## config.mk

```make
export PLATFORM = sky130hd
export DESIGN_NAME = spi_option_block
export DESIGN_NICKNAME = d
export VERILOG_FILES = /design/src/spi_option_pkg.sv /design/src/spi_option_block.sv /design/src/spi_pin_sync.sv
export SDC_FILE = /design/constraint.sdc
export NUM_CORES = 1
export LEC_CHECK = 0
export ABC_AREA = 0
export BUFFER_PORTS_ARGS = -buffer_cell sky130_fd_sc_hd__buf_2
export CORE_MARGIN = 5
export CORE_UTILIZATION = 45
export CTS_CLUSTER_SIZE = 14
export DETAILED_ROUTE_END_ITERATION = 6
export PLACE_DENSITY = 0.76
export SYNTH_ARGS = -nofsm -noshare
export SYNTH_HDL_FRONTEND = slang
export SYNTH_SLANG_ARGS = --single-unit
export TNS_END_PERCENT = 5
```

## constraint.sdc

```tcl
create_clock -name clock -period 1.85 [get_ports clock]
set_input_delay 0.37 -clock clock [delete_from_list [all_inputs] [get_ports clock]]
set_output_delay 0.37 -clock clock [all_outputs]
set_load 0.05 [all_outputs]
```

## src/spi_option_pkg.sv

```systemverilog
// Purpose: shared constants for the spi option-control block
// Assumes: 32-bit axi4-lite register bus, 8-bit registers in the low byte lane
// Notes:   byte address of the option register is four times its index
package spi_option_pkg;

   // register indices and byte addresses
   localparam logic [2:0] OPTION_INDEX      = 3'h1;
   localparam logic [7:0] MAIN_CTRL_ADDR    = 8'h00;
   localparam logic [7:0] OPTION_ADDR       = {3'h0, OPTION_INDEX, 2'h0};
   localparam logic [7:0] STATUS_ADDR       = 8'h0C;
   localparam logic [7:0] CAPTURE_ADDR      = 8'h10;

   // option register fields
   localparam int OPT_MATCH_IRQ_EN  = 7;
   localparam int OPT_RESERVED      = 6;
   localparam int OPT_TX_DMA_EN     = 5;
   localparam int OPT_MODE_FAULT_EN = 4;
   localparam int OPT_BIDIR_OE      = 3;
   localparam int OPT_RX_DMA_EN     = 2;
   localparam int OPT_STOP_IN_WAIT  = 1;
   localparam int OPT_PIN_SELECT    = 0;
   localparam logic [7:0] OPTION_WRITE_MASK = 8'hBF;
   localparam logic [7:0] OPTION_RESET      = 8'h00;

   // main control fields
   localparam int CTL_RX_IRQ_EN   = 7;
   localparam int CTL_SYS_EN      = 6;
   localparam int CTL_TX_IRQ_EN   = 5;
   localparam int CTL_MASTER      = 4;
   localparam int CTL_SEL_OUT_EN  = 1;
   localparam logic [7:0] MAIN_CTRL_WRITE_MASK = 8'hF2;
   localparam logic [7:0] MAIN_CTRL_RESET      = 8'h00;

   // status fields, write one to clear
   localparam int ST_RX_FULL    = 0;
   localparam int ST_TX_EMPTY   = 1;
   localparam int ST_MATCH      = 2;
   localparam int ST_MODE_FAULT = 3;
   localparam logic [3:0] STATUS_RESET = 4'h0;

   // axi responses
   localparam logic [1:0] RESP_OKAY   = 2'h0;
   localparam logic [1:0] RESP_DECERR = 2'h3;

endpackage : spi_option_pkg

```

## src/spi_option_block.sv

```systemverilog
// Purpose: spi option-control register with dma, interrupt and pin-direction logic
// Assumes: status event pulses come from the shifter on the same clock
// Notes:   link clock and data pins are sampled through two flops
// How it works
// - option register at index 1; bit 6 always reads zero.
// - match flag with match interrupt enable raises the interrupt.
// - tx dma enable requests dma when tx empty and system enabled.
// - tx dma enable off gives no request, on suppresses tx empty interrupt.
// - rx dma enable requests dma when rx full and system enabled.
// - rx dma enable off gives no request, on blocks rx full interrupt.
// - in slave mode mode-fault enable has no effect; select pin is input.
// - master with mode-fault enable off releases select pin to gpio.
// - master with mode-fault enable on uses pin as fault input or select output.
// - in bidirectional mode output enable decides whether the data driver drives.
// - bidirectional output enable zero turns the driver off; pin is input.
// - bidirectional output enable one drives the shared data pin.
// - bidirectional master uses mosi, slave uses miso as shared line.
// - in normal pin mode the bidirectional output enable is ignored.
// - clearing system enable idles the block and resets all status flags.
// - master with fault enable: select output enable picks output, else fault input.
// - pin select zero means separate pins, one means single-wire bidirectional.
`timescale 1ns/10ps
`default_nettype none
module spi_option_block #(
   parameter int ADDR_W = 8
) (
   // clock and reset
   input  wire logic              clock,
   input  wire logic              rst_n,
   // axi4-lite write
   input  wire logic [ADDR_W-1:0] awaddr,
   input  wire logic              awvalid,
   output var  logic              awready,
   input  wire logic [31:0]       wdata,
   input  wire logic [3:0]        wstrb,
   input  wire logic              wvalid,
   output var  logic              wready,
   output var  logic [1:0]        bresp,
   output var  logic              bvalid,
   input  wire logic              bready,
   // axi4-lite read
   input  wire logic [ADDR_W-1:0] araddr,
   input  wire logic              arvalid,
   output var  logic              arready,
   output var  logic [31:0]       rdata,
   output var  logic [1:0]        rresp,
   output var  logic              rvalid,
   input  wire logic              rready,
   // shifter events
   input  wire logic              rxFullSet,
   input  wire logic              txEmptySet,
   input  wire logic              matchSet,
   input  wire logic              rxServiced,
   input  wire logic              txServiced,
   input  wire logic              txBit,
   input  wire logic              selectAssert,
   // requests
   output var  logic              irq,
   output var  logic              txDmaReq,
   output var  logic              rxDmaReq,
   // pins
   input  wire logic              linkClk,
   input  wire logic              mosiIn,
   input  wire logic              misoIn,
   input  wire logic              selectIn,
   output var  logic              mosiOut,
   output var  logic              mosiOe_n,
   output var  logic              misoOut,
   output var  logic              misoOe_n,
   output var  logic              selectOut,
   output var  logic              selectOe_n,
   output var  logic              selectGpio
);

   logic [7:0]  option_reg, mainCtl_reg, capture_reg;
   logic [3:0]  status_reg;
   logic        awHeld_reg, wHeld_reg, awready_reg, wready_reg, bvalid_reg, arready_reg, rvalid_reg;
   logic [5:0]  awIdx_reg;
   logic [31:0] wdata_reg, rdata_reg;
   logic        wLane0_reg;
   logic [1:0]  bresp_reg, rresp_reg;
   logic        irq_reg, txDmaReq_reg, rxDmaReq_reg, linkPrev_reg;
   logic        mosiOut_reg, mosiOe_n_reg, misoOut_reg, misoOe_n_reg;
   logic        selectOut_reg, selectOe_n_reg, selectGpio_reg;
   logic [3:0]  pinSync;
   logic        awTake, wTake, arTake, doWrite;
   logic        awHeld_next, wHeld_next, bvalid_next, rvalid_next;
   logic [7:0]  wAddr, rAddr;
   logic        sysEn, isMaster, pinSel, bidir_output_enable, faultEn, faultInput, linkRise, dataIn;
   logic [3:0]  statusClr;

   spi_pin_sync #(.WIDTH(4)) u_sync (
      .clock   (clock),
      .rst_n   (rst_n),
      .pinIn   ({selectIn, misoIn, mosiIn, linkClk}),
      .pinSync (pinSync)
   );

   assign sysEn    = mainCtl_reg[spi_option_pkg::CTL_SYS_EN];
   assign isMaster = mainCtl_reg[spi_option_pkg::CTL_MASTER];
   assign pinSel   = option_reg[spi_option_pkg::OPT_PIN_SELECT];
   assign bidir_output_enable  = option_reg[spi_option_pkg::OPT_BIDIR_OE];
   assign faultEn  = option_reg[spi_option_pkg::OPT_MODE_FAULT_EN];
   // select pin watched for mode fault only in master with fault enable and no output
   assign faultInput = sysEn & isMaster & faultEn & ~mainCtl_reg[spi_option_pkg::CTL_SEL_OUT_EN];
   assign linkRise = pinSync[0] & ~linkPrev_reg;
   // data line by role and pin mode
   assign dataIn = pinSel ? (isMaster ? pinSync[1] : pinSync[2])
                          : (isMaster ? pinSync[2] : pinSync[1]);

   // axi handshakes
   assign awTake  = awvalid & awready_reg;
   assign wTake   = wvalid & wready_reg;
   assign arTake  = arvalid & arready_reg;
   assign doWrite = awHeld_reg & wHeld_reg & ~bvalid_reg;
   assign wAddr   = {awIdx_reg, 2'h0};
   assign rAddr   = {araddr[7:2], 2'h0};

   always_comb begin
      awHeld_next = awTake | (awHeld_reg & ~doWrite);
      wHeld_next  = wTake | (wHeld_reg & ~doWrite);
      bvalid_next = doWrite | (bvalid_reg & ~bready);
      rvalid_next = arTake | (rvalid_reg & ~rready);
   end

   always_ff @(posedge clock) begin
      if (!rst_n) begin
         awHeld_reg  <= 1'b0;
         wHeld_reg   <= 1'b0;
         awready_reg <= 1'b0;
         wready_reg  <= 1'b0;
         bvalid_reg  <= 1'b0;
         awIdx_reg   <= 6'h00;
         wdata_reg   <= 32'h0000_0000;
         wLane0_reg  <= 1'b0;
      end else begin
         awHeld_reg  <= awHeld_next;
         wHeld_reg   <= wHeld_next;
         bvalid_reg  <= bvalid_next;
         awready_reg <= ~awHeld_next & ~bvalid_next;
         wready_reg  <= ~wHeld_next & ~bvalid_next;
         if (awTake) begin
            awIdx_reg <= awaddr[7:2];
         end
         if (wTake) begin
            wdata_reg  <= wdata;
            wLane0_reg <= wstrb[0];
         end
      end
   end

   always_ff @(posedge clock) begin
      if (!rst_n) begin
         bresp_reg <= spi_option_pkg::RESP_OKAY;
      end else if (doWrite) begin
         case (wAddr)
            spi_option_pkg::MAIN_CTRL_ADDR,
            spi_option_pkg::OPTION_ADDR,
            spi_option_pkg::STATUS_ADDR,
            spi_option_pkg::CAPTURE_ADDR: bresp_reg <= spi_option_pkg::RESP_OKAY;
            default:                      bresp_reg <= spi_option_pkg::RESP_DECERR;
         endcase
      end
   end

   // control registers
   always_ff @(posedge clock) begin
      if (!rst_n) begin
         option_reg  <= spi_option_pkg::OPTION_RESET;
         mainCtl_reg <= spi_option_pkg::MAIN_CTRL_RESET;
      end else if (doWrite && wLane0_reg) begin
         if (wAddr == spi_option_pkg::OPTION_ADDR) begin
            option_reg <= wdata_reg[7:0] & spi_option_pkg::OPTION_WRITE_MASK;
         end
         if (wAddr == spi_option_pkg::MAIN_CTRL_ADDR) begin
            mainCtl_reg <= wdata_reg[7:0] & spi_option_pkg::MAIN_CTRL_WRITE_MASK;
         end
      end
   end

   // status flags: set wins over clear, disable wins over all
   always_comb begin
      statusClr = 4'h0;
      if (doWrite && wLane0_reg && wAddr == spi_option_pkg::STATUS_ADDR) begin
         statusClr = wdata_reg[3:0];
      end
      statusClr[spi_option_pkg::ST_RX_FULL]  = statusClr[spi_option_pkg::ST_RX_FULL] | rxServiced;
      statusClr[spi_option_pkg::ST_TX_EMPTY] = statusClr[spi_option_pkg::ST_TX_EMPTY] | txServiced;
   end

   always_ff @(posedge clock) begin
      if (!rst_n || !sysEn) begin
         status_reg <= spi_option_pkg::STATUS_RESET;
      end else begin
         status_reg <= (status_reg & ~statusClr)
                     | {faultInput & ~pinSync[3], matchSet, txEmptySet, rxFullSet};
      end
   end

   // link capture, idle while disabled
   always_ff @(posedge clock) begin
      if (!rst_n) begin
         linkPrev_reg <= 1'b0;
         capture_reg  <= 8'h00;
      end else begin
         linkPrev_reg <= pinSync[0];
         if (!sysEn) begin
            capture_reg <= 8'h00;
         end else if (linkRise) begin
            capture_reg <= {capture_reg[6:0], dataIn};
         end
      end
   end

   // interrupt and dma requests
   always_ff @(posedge clock) begin
      if (!rst_n) begin
         irq_reg      <= 1'b0;
         txDmaReq_reg <= 1'b0;
         rxDmaReq_reg <= 1'b0;
      end else begin
         txDmaReq_reg <= option_reg[spi_option_pkg::OPT_TX_DMA_EN] & sysEn
                       & status_reg[spi_option_pkg::ST_TX_EMPTY];
         rxDmaReq_reg <= option_reg[spi_option_pkg::OPT_RX_DMA_EN] & sysEn
                       & status_reg[spi_option_pkg::ST_RX_FULL];
         irq_reg <= (option_reg[spi_option_pkg::OPT_MATCH_IRQ_EN] & status_reg[spi_option_pkg::ST_MATCH])
                  | (mainCtl_reg[spi_option_pkg::CTL_TX_IRQ_EN] & ~option_reg[spi_option_pkg::OPT_TX_DMA_EN]
                     & status_reg[spi_option_pkg::ST_TX_EMPTY])
                  | (mainCtl_reg[spi_option_pkg::CTL_RX_IRQ_EN] & ~option_reg[spi_option_pkg::OPT_RX_DMA_EN]
                     & status_reg[spi_option_pkg::ST_RX_FULL]);
      end
   end

   // data pin drivers
   always_ff @(posedge clock) begin
      if (!rst_n) begin
         mosiOut_reg  <= 1'b0;
         misoOut_reg  <= 1'b0;
         mosiOe_n_reg <= 1'b1;
         misoOe_n_reg <= 1'b1;
      end else begin
         mosiOut_reg  <= txBit;
         misoOut_reg  <= txBit;
         mosiOe_n_reg <= 1'b1;
         misoOe_n_reg <= 1'b1;
         if (sysEn) begin
            if (pinSel) begin
               if (isMaster) begin
                  mosiOe_n_reg <= ~bidir_output_enable;
               end else begin
                  misoOe_n_reg <= ~bidir_output_enable;
               end
            end else if (isMaster) begin
               mosiOe_n_reg <= 1'b0;
            end else begin
               misoOe_n_reg <= pinSync[3];
            end
         end
      end
   end

   // select pin
   always_ff @(posedge clock) begin
      if (!rst_n) begin
         selectOut_reg  <= 1'b1;
         selectOe_n_reg <= 1'b1;
         selectGpio_reg <= 1'b0;
      end else begin
         selectOut_reg  <= ~selectAssert;
         selectOe_n_reg <= 1'b1;
         selectGpio_reg <= 1'b0;
         if (sysEn && isMaster) begin
            if (!faultEn) begin
               selectGpio_reg <= 1'b1;
            end else begin
               selectOe_n_reg <= ~mainCtl_reg[spi_option_pkg::CTL_SEL_OUT_EN];
            end
         end
      end
   end

   // read channel
   always_ff @(posedge clock) begin
      if (!rst_n) begin
         rvalid_reg  <= 1'b0;
         arready_reg <= 1'b0;
         rdata_reg   <= 32'h0000_0000;
         rresp_reg   <= spi_option_pkg::RESP_OKAY;
      end else begin
         rvalid_reg  <= rvalid_next;
         arready_reg <= ~rvalid_next;
         if (arTake) begin
            rresp_reg <= spi_option_pkg::RESP_OKAY;
            case (rAddr)
               spi_option_pkg::MAIN_CTRL_ADDR: rdata_reg <= {24'h00_0000, mainCtl_reg};
               spi_option_pkg::OPTION_ADDR:    rdata_reg <= {24'h00_0000,
                  option_reg & spi_option_pkg::OPTION_WRITE_MASK};
               spi_option_pkg::STATUS_ADDR:    rdata_reg <= {28'h000_0000, status_reg};
               spi_option_pkg::CAPTURE_ADDR:   rdata_reg <= {24'h00_0000, capture_reg};
               default: begin
                  rdata_reg <= 32'h0000_0000;
                  rresp_reg <= spi_option_pkg::RESP_DECERR;
               end
            endcase
         end
      end
   end

   assign awready    = awready_reg;
   assign wready     = wready_reg;
   assign bvalid     = bvalid_reg;
   assign bresp      = bresp_reg;
   assign arready    = arready_reg;
   assign rvalid     = rvalid_reg;
   assign rdata      = rdata_reg;
   assign rresp      = rresp_reg;
   assign irq        = irq_reg;
   assign txDmaReq   = txDmaReq_reg;
   assign rxDmaReq   = rxDmaReq_reg;
   assign mosiOut    = mosiOut_reg;
   assign mosiOe_n   = mosiOe_n_reg;
   assign misoOut    = misoOut_reg;
   assign misoOe_n   = misoOe_n_reg;
   assign selectOut  = selectOut_reg;
   assign selectOe_n = selectOe_n_reg;
   assign selectGpio = selectGpio_reg;
endmodule : spi_option_block
`default_nettype wire

```

## src/spi_pin_sync.sv

```systemverilog
// Purpose: two-flop synchronisers for pins from outside the clock domain
// Assumes: each bit is an independent level
// Notes:   the first stage feeds only the second stage
`timescale 1ns/10ps
`default_nettype none
module spi_pin_sync #(
   parameter int WIDTH = 4
) (
   // clock and reset
   input  wire logic             clock,
   input  wire logic             rst_n,
   // pins
   input  wire logic [WIDTH-1:0] pinIn,
   output var  logic [WIDTH-1:0] pinSync
);

   logic [WIDTH-1:0] stage1_reg;
   logic [WIDTH-1:0] stage2_reg;

   for (genvar i = 0; i < WIDTH; i++) begin : g_bit
      always_ff @(posedge clock) begin
         if (!rst_n) begin
            stage1_reg[i] <= 1'b0;
            stage2_reg[i] <= 1'b0;
         end else begin
            stage1_reg[i] <= pinIn[i];
            stage2_reg[i] <= stage1_reg[i];
         end
      end
   end

   assign pinSync = stage2_reg;

endmodule : spi_pin_sync
`default_nettype wire

```

==> reports/results.ini, run 1 <==
[detailed_routing]
wl_per_cell_um=13.41
dr.pass1.iters=4
route.vias.total=2409
viasPerCell=4.988
final_antenna_net_count=0
drtIter0Drc=122
drc_errors=0
drt_wl_total_mm=6.476

[critical_path]
r2r_start=awIdx_reg[3]
start_kind=flip-flop
required_ps=2120
rrSetupSlack_ps=100
endpoint_kind=flip-flop
cp_max_fo=5
crit_type=flip-flop to flip-flop
timing.rr.end=mainCtl_reg[4]
rr_worst_depth=4
worstPathArrival_ps=2020

[power_and_ir_drop]
vdd_drop_max_mv=0.5801
leakagePower_nw=1.386
powerDensity_nw_per_um2=947.0

[cts]
cts_setup_buffers=0
cts_buffer_depth=2
cts_made_buffers=9
holdBufCountCts=0
cts_tree=built
clkTransAtPathRegs_ps=70
clockRootBuffer=clkbuf_8
cts_max_level=3
cts.sinks=74
cts-resized-gates=0
clkLatencyLatePin_ps=350

[layout]
seq_area_um2=1481
diodes=0
finalNetCount=471
area_growth_pct=17.07
n_fill_cell=598
multi_input_area_um2=1276
drive_above_1_share_pct=22.41

[yosys]
synth.area.top_cells=dfxtp_1 (50%), nand2_1 (8.6%), buf_4 (6.9%), a21oi_1 (6.5%), mux2i_1 (3.7%)
synth_edf_count=0
async_reset_ff_share_pct=0
synth_top_area_share_pct=50.40
syn_area_um2=2939
synth_warnings=0
syn_avg_cell_area_um2=8.773
synth_ff_type=dfxtp_1
yosys.cell_types.count=38
synth_common_cells=dfxtp_1 (74), nand2_1 (67), a21oi_1 (38), buf_4 (27), nand3_1 (17)
yosysSeqAreaShare_pct=50.40
synth_most_common_cell=dfxtp_1
yosysTopAreaCell=dfxtp_1
synthCells=335
yosys_register_bits=74

[run_status]
status=completed

[worst_hold_path]
min_path_type=input port to flip-flop
min_from=selectAssert
holdPathStages=2
worstHoldEndpoint=selectOut

[timing]
slew-limit-headroom_pct=62.70
holdWs_ps=175.4
setup_viol=0
fin_crit_sh_pct=94.71
max_freq_mhz=570.7
skew_ps=10.90
worst_pin_slew_ps=558.3
hold_viol_final=0
tns_ps=0
drv_slew=0
min_period_ps=1752
grt_setup_unrepaired=false

[place]
place_congestion=0.8541
port_buffers=65
dp_hpwl_mm=4.813

[floorplanning]
fp.dieW_um=90.82
start_util_pct=46.29
core_area_um2=6350
pin_count=121
die_h_um=90.82
die-area_um2=8247
num_rows=29

[global_routing]
grt_pass1_vias=2264
grt_overflow=0
track_usage_pct=15.89
grt_max_degree=25
antenna_found_initial=0
grt_pass1_wl_mm=10.67

[run]
cap_violations=0

per-stage QoR:
| stage | area (um^2) | setup WS (ps) | power [W] | util (%) | instances |
|---|---|---|---|---|---|
| global placement | 3243 | 157.8 | 0.002036 | 51.07 | 467 |
| floorplan | 3025 | 227.1 | 0.001997 | - | 358 |
| detailed placement | 3243 | 66.50 | 0.002043 | 51.07 | 467 |
| global route | 3441 | 43.72 | 0.003408 | 54.19 | 483 |
| finish | 3441 | 97.90 | 0.003259 | 54.19 | 483 |
| CTS | 3441 | 76.85 | 0.003289 | 54.19 | 483 |
power by group:
group          leakage [nW]  switching [W]  internal (W)
Clock                 0.101       0.000554      0.000697
Combinational         0.684       0.000261     0.0000864
Sequential            0.602      0.0000289       0.00163
how the worst max path moves through the flow:
stage                             from              to  slack (ps)
after CTS                 awIdx_reg[3]  mainCtl_reg[4]          80
after floorplan                 bvalid   status_reg[2]         230
after global routing      awIdx_reg[3]  mainCtl_reg[7]          40
final                     awIdx_reg[3]  mainCtl_reg[4]         100
after detailed placement     araddr[5]        rdata[0]          70
after global placement    awIdx_reg[3]  mainCtl_reg[6]         160
cells in the final DEF, fill, tap and decap left out, drive strengths merged, types with 3 or more instances in the layout:
cell type	instances
mux2i	11
dfxtp	74
a21oi	38
o21a	4
buf	71
a222oi	3
nor3b	3
inv	5
nor3	7
o21ai	16
nand2b	8
or3	3
nand3b	3
conb	24
nand2	67
nor4	3
and2	12
nor2	5
and3	3
clkbuf	14
nand3	17
cell families (layout without fill, tap and decap cells):
| group | after synthesis | count (layout) | share of synthesized area (%) |
|---|---|---|---|
| AOI/OAI and AO/OA | 68 | 68 | 13.07 |
| xor gates and xnor gates | 1 | 1 | 0.2981 |
| buffers and inverters | 44 | 92 | 9.110 |
| DFF | 74 | 74 | 50.40 |
| muxes | 11 | 11 | 3.746 |
| other | 1 | 24 | 0.1276 |
| and+or+nand+nor | 136 | 136 | 23.24 |
per-layer routing:
layer,part of all wire [%],global-route usage (%),wire length (um),vias up
met5,0,0,0,-
met4,1.9,6.724,123,0
met3,9.4,5.500,610,10
met2,45,25.24,2936,96
met1,43,19.52,2806,1079
li1,-,-,-,1224
critical path: stages, from the launching register on:
cell,delay (ps)
dfxtp_1,320
or3_4,400
or3_4,360
nor3_4,370
mux2i_1,220
cell type report:
type	count	area share (%)
sequential	74	43.05
multi-input combinational	240	37.09
timing repair buffer	71	10.76
clock buffer	14	4.727
tap	77	2.800
clock inverter	2	1.018
inverter	5	0.5455
(Power assumes the default switching activity.)
==> run 2, diff against run 1 <==
Settings changed: CORE_UTILIZATION 45 to 40, PLACE_DENSITY 0.76 to 0.68.
==> reports/results.ini, run 2 (synthesized netlist as in run 1, its figures left out) <==
[layout]
final_cell_mix=dfxtp_1 (74), nand2_1 (67), buf_2 (65)
drive_above_1_share_pct=22.85  ; +0.44 points
layout_commonest_cell=dfxtp_1
diodes=0  ; unchanged
finalNetCount=472  ; +0.21%
final_cells=506  ; +4.8%
area_growth_pct=19.33

[detailed_routing]
wl_per_cell_um=12.48  ; -6.9%
route.vias.total=2369  ; -1.7%
drc_errors=0  ; unchanged
dr.pass1.iters=5  ; +1
viasPerCell=4.682  ; -6.1%
drtIter0Drc=118  ; -3.3%
drt_wl_total_mm=6.315  ; -2.5%
final_antenna_net_count=0  ; unchanged

[floorplanning]
die_h_um=95.72  ; +5.4%
start_util_pct=40.74  ; -5.5 points
core_area_um2=7214  ; +14%
num_rows=31  ; +6.9%
die-area_um2=9162  ; +11%
pin_count=121  ; unchanged
fp.dieW_um=95.72  ; +5.4%

[cts]
cts.sinks=74  ; unchanged
cts_max_level=3  ; unchanged
cts_made_buffers=9  ; unchanged
cts_setup_buffers=0  ; unchanged
cts-resized-gates=0  ; unchanged
holdBufCountCts=0  ; unchanged
cts_buffer_depth=2  ; unchanged
cts_tree=built
clkLatencyLatePin_ps=330  ; -20 ps
clockRootBuffer=clkbuf_8
clkTransAtPathRegs_ps=70  ; about the same

[place]
place_inst=489  ; +4.7%
dp_hpwl_mm=4.744  ; -1.4%
port_buffers=65  ; unchanged
place_congestion=0.8580  ; +0.46%

[critical_path]
path_cells=or3_4, or3_4, nor3_4, buf_12, mux2i_1
endpoint_kind=flip-flop
cp_max_fo=5  ; unchanged
required_ps=2110  ; about the same
critical_path_buf_inv_count=1  ; +1
worstPathArrival_ps=1960  ; -60 ps
critPathMaxStageDelay_ps=400  ; about the same
path_common_cell=or3_4
start_kind=flip-flop
crit_family=simple AND/OR/NAND/NOR gates
critPathSlowestCell=or3_4
crit_type=flip-flop to flip-flop

[timing]
worst_pin_slew_ps=540.2  ; -18.15 ps
skew_ps=4.894  ; -6.001 ps
hold_viol_final=0  ; unchanged
min_period_ps=1703  ; -48.89 ps
setup_viol=0  ; unchanged
drv_slew=0  ; unchanged
fin_crit_sh_pct=92.07  ; -2.6 points
slew-limit-headroom_pct=63.91  ; +1.2 points
grt_setup_unrepaired=false
tns_ps=0  ; unchanged
max_freq_mhz=587.1  ; +2.9%

[global_routing]
grt_max_degree=25  ; unchanged
grt_pass1_vias=2222  ; -1.9%
grt_overflow=0  ; unchanged
track_usage_pct=14.62  ; -1.3 points
antenna_found_initial=0  ; unchanged
grt_pass1_wl_mm=10.35  ; -3.0%

[run_status]
status=completed

[worst_hold_path]
min_path_type=input port to flip-flop

[power_and_ir_drop]
leakagePower_nw=1.404  ; +1.3%
vdd_drop_max_mv=0.4872  ; -16%
powerDensity_nw_per_um2=946.1  ; -0.10%

[run]
cap_violations=0  ; unchanged

run 2: cell types whose count changed in the layout (fill, tap and decap cells not counted), sizes merged:
cell    before  now
buf         71   72
clkbuf      14   15
clkinv       1    0
run 2: metal layers:
| metal | GRT usage (%) | routed length (um) | share of wire (%) |
|---|---|---|---|
| met1 | 19.33 | 2912 | 46 |
| met2 | 23.34 | 2806 | 44 |
| met3 | 5.473 | 566 | 9.0 |
| met4 | 2.133 | 29 | 0.46 |
| met5 | 0 | 0 | 0 |
run 2: layout make-up:
cell class / instances / area, um^2
Fill cell: 717 / 3707
Sequential cell: 74 / 1481
Multi-Input combinational cell: 240 / 1276
Timing Repair Buffer: 72 / 390.4
Clock buffer: 15 / 186.4
Tap cell: 99 / 123.9
Clock inverter: 1 / 30.03
Inverter: 5 / 18.77
run 2: report_power, final:
part / internal [W] / total, W / switching (W)
combinational: 0.0000865 / 0.000345 / 0.000259
sequential: 0.00163 / 0.00166 / 0.0000287
clock: 0.000773 / 0.00131 / 0.000539
run 2: final timing paths:
kind         slack, ps  depth (start not counted)                 start                 to
min                190                          2          selectAssert          selectOut
max                150                          5          awIdx_reg[3]     mainCtl_reg[6]
max reg2reg        150                          5          awIdx_reg[3]     mainCtl_reg[6]
min reg2reg        430                          1  u_sync.stage1_reg[0]  u_sync.pinSync[0]
run 2: through the flow:
step	power, W	utilization (%)	worst slack [ps]	instance area (um^2)	hold slack, ps
after detailed placement	0.002043	45.33	93.82	3271	419.3
after floorplan	0.001997	-	227.1	3025	411.9
after CTS	0.003360	48.34	71.88	3487	177.4
after global routing	0.003468	48.61	66.45	3507	193.3
final	0.003318	48.61	146.8	3507	193.5
after global placement	0.002039	45.33	107.3	3271	417.6
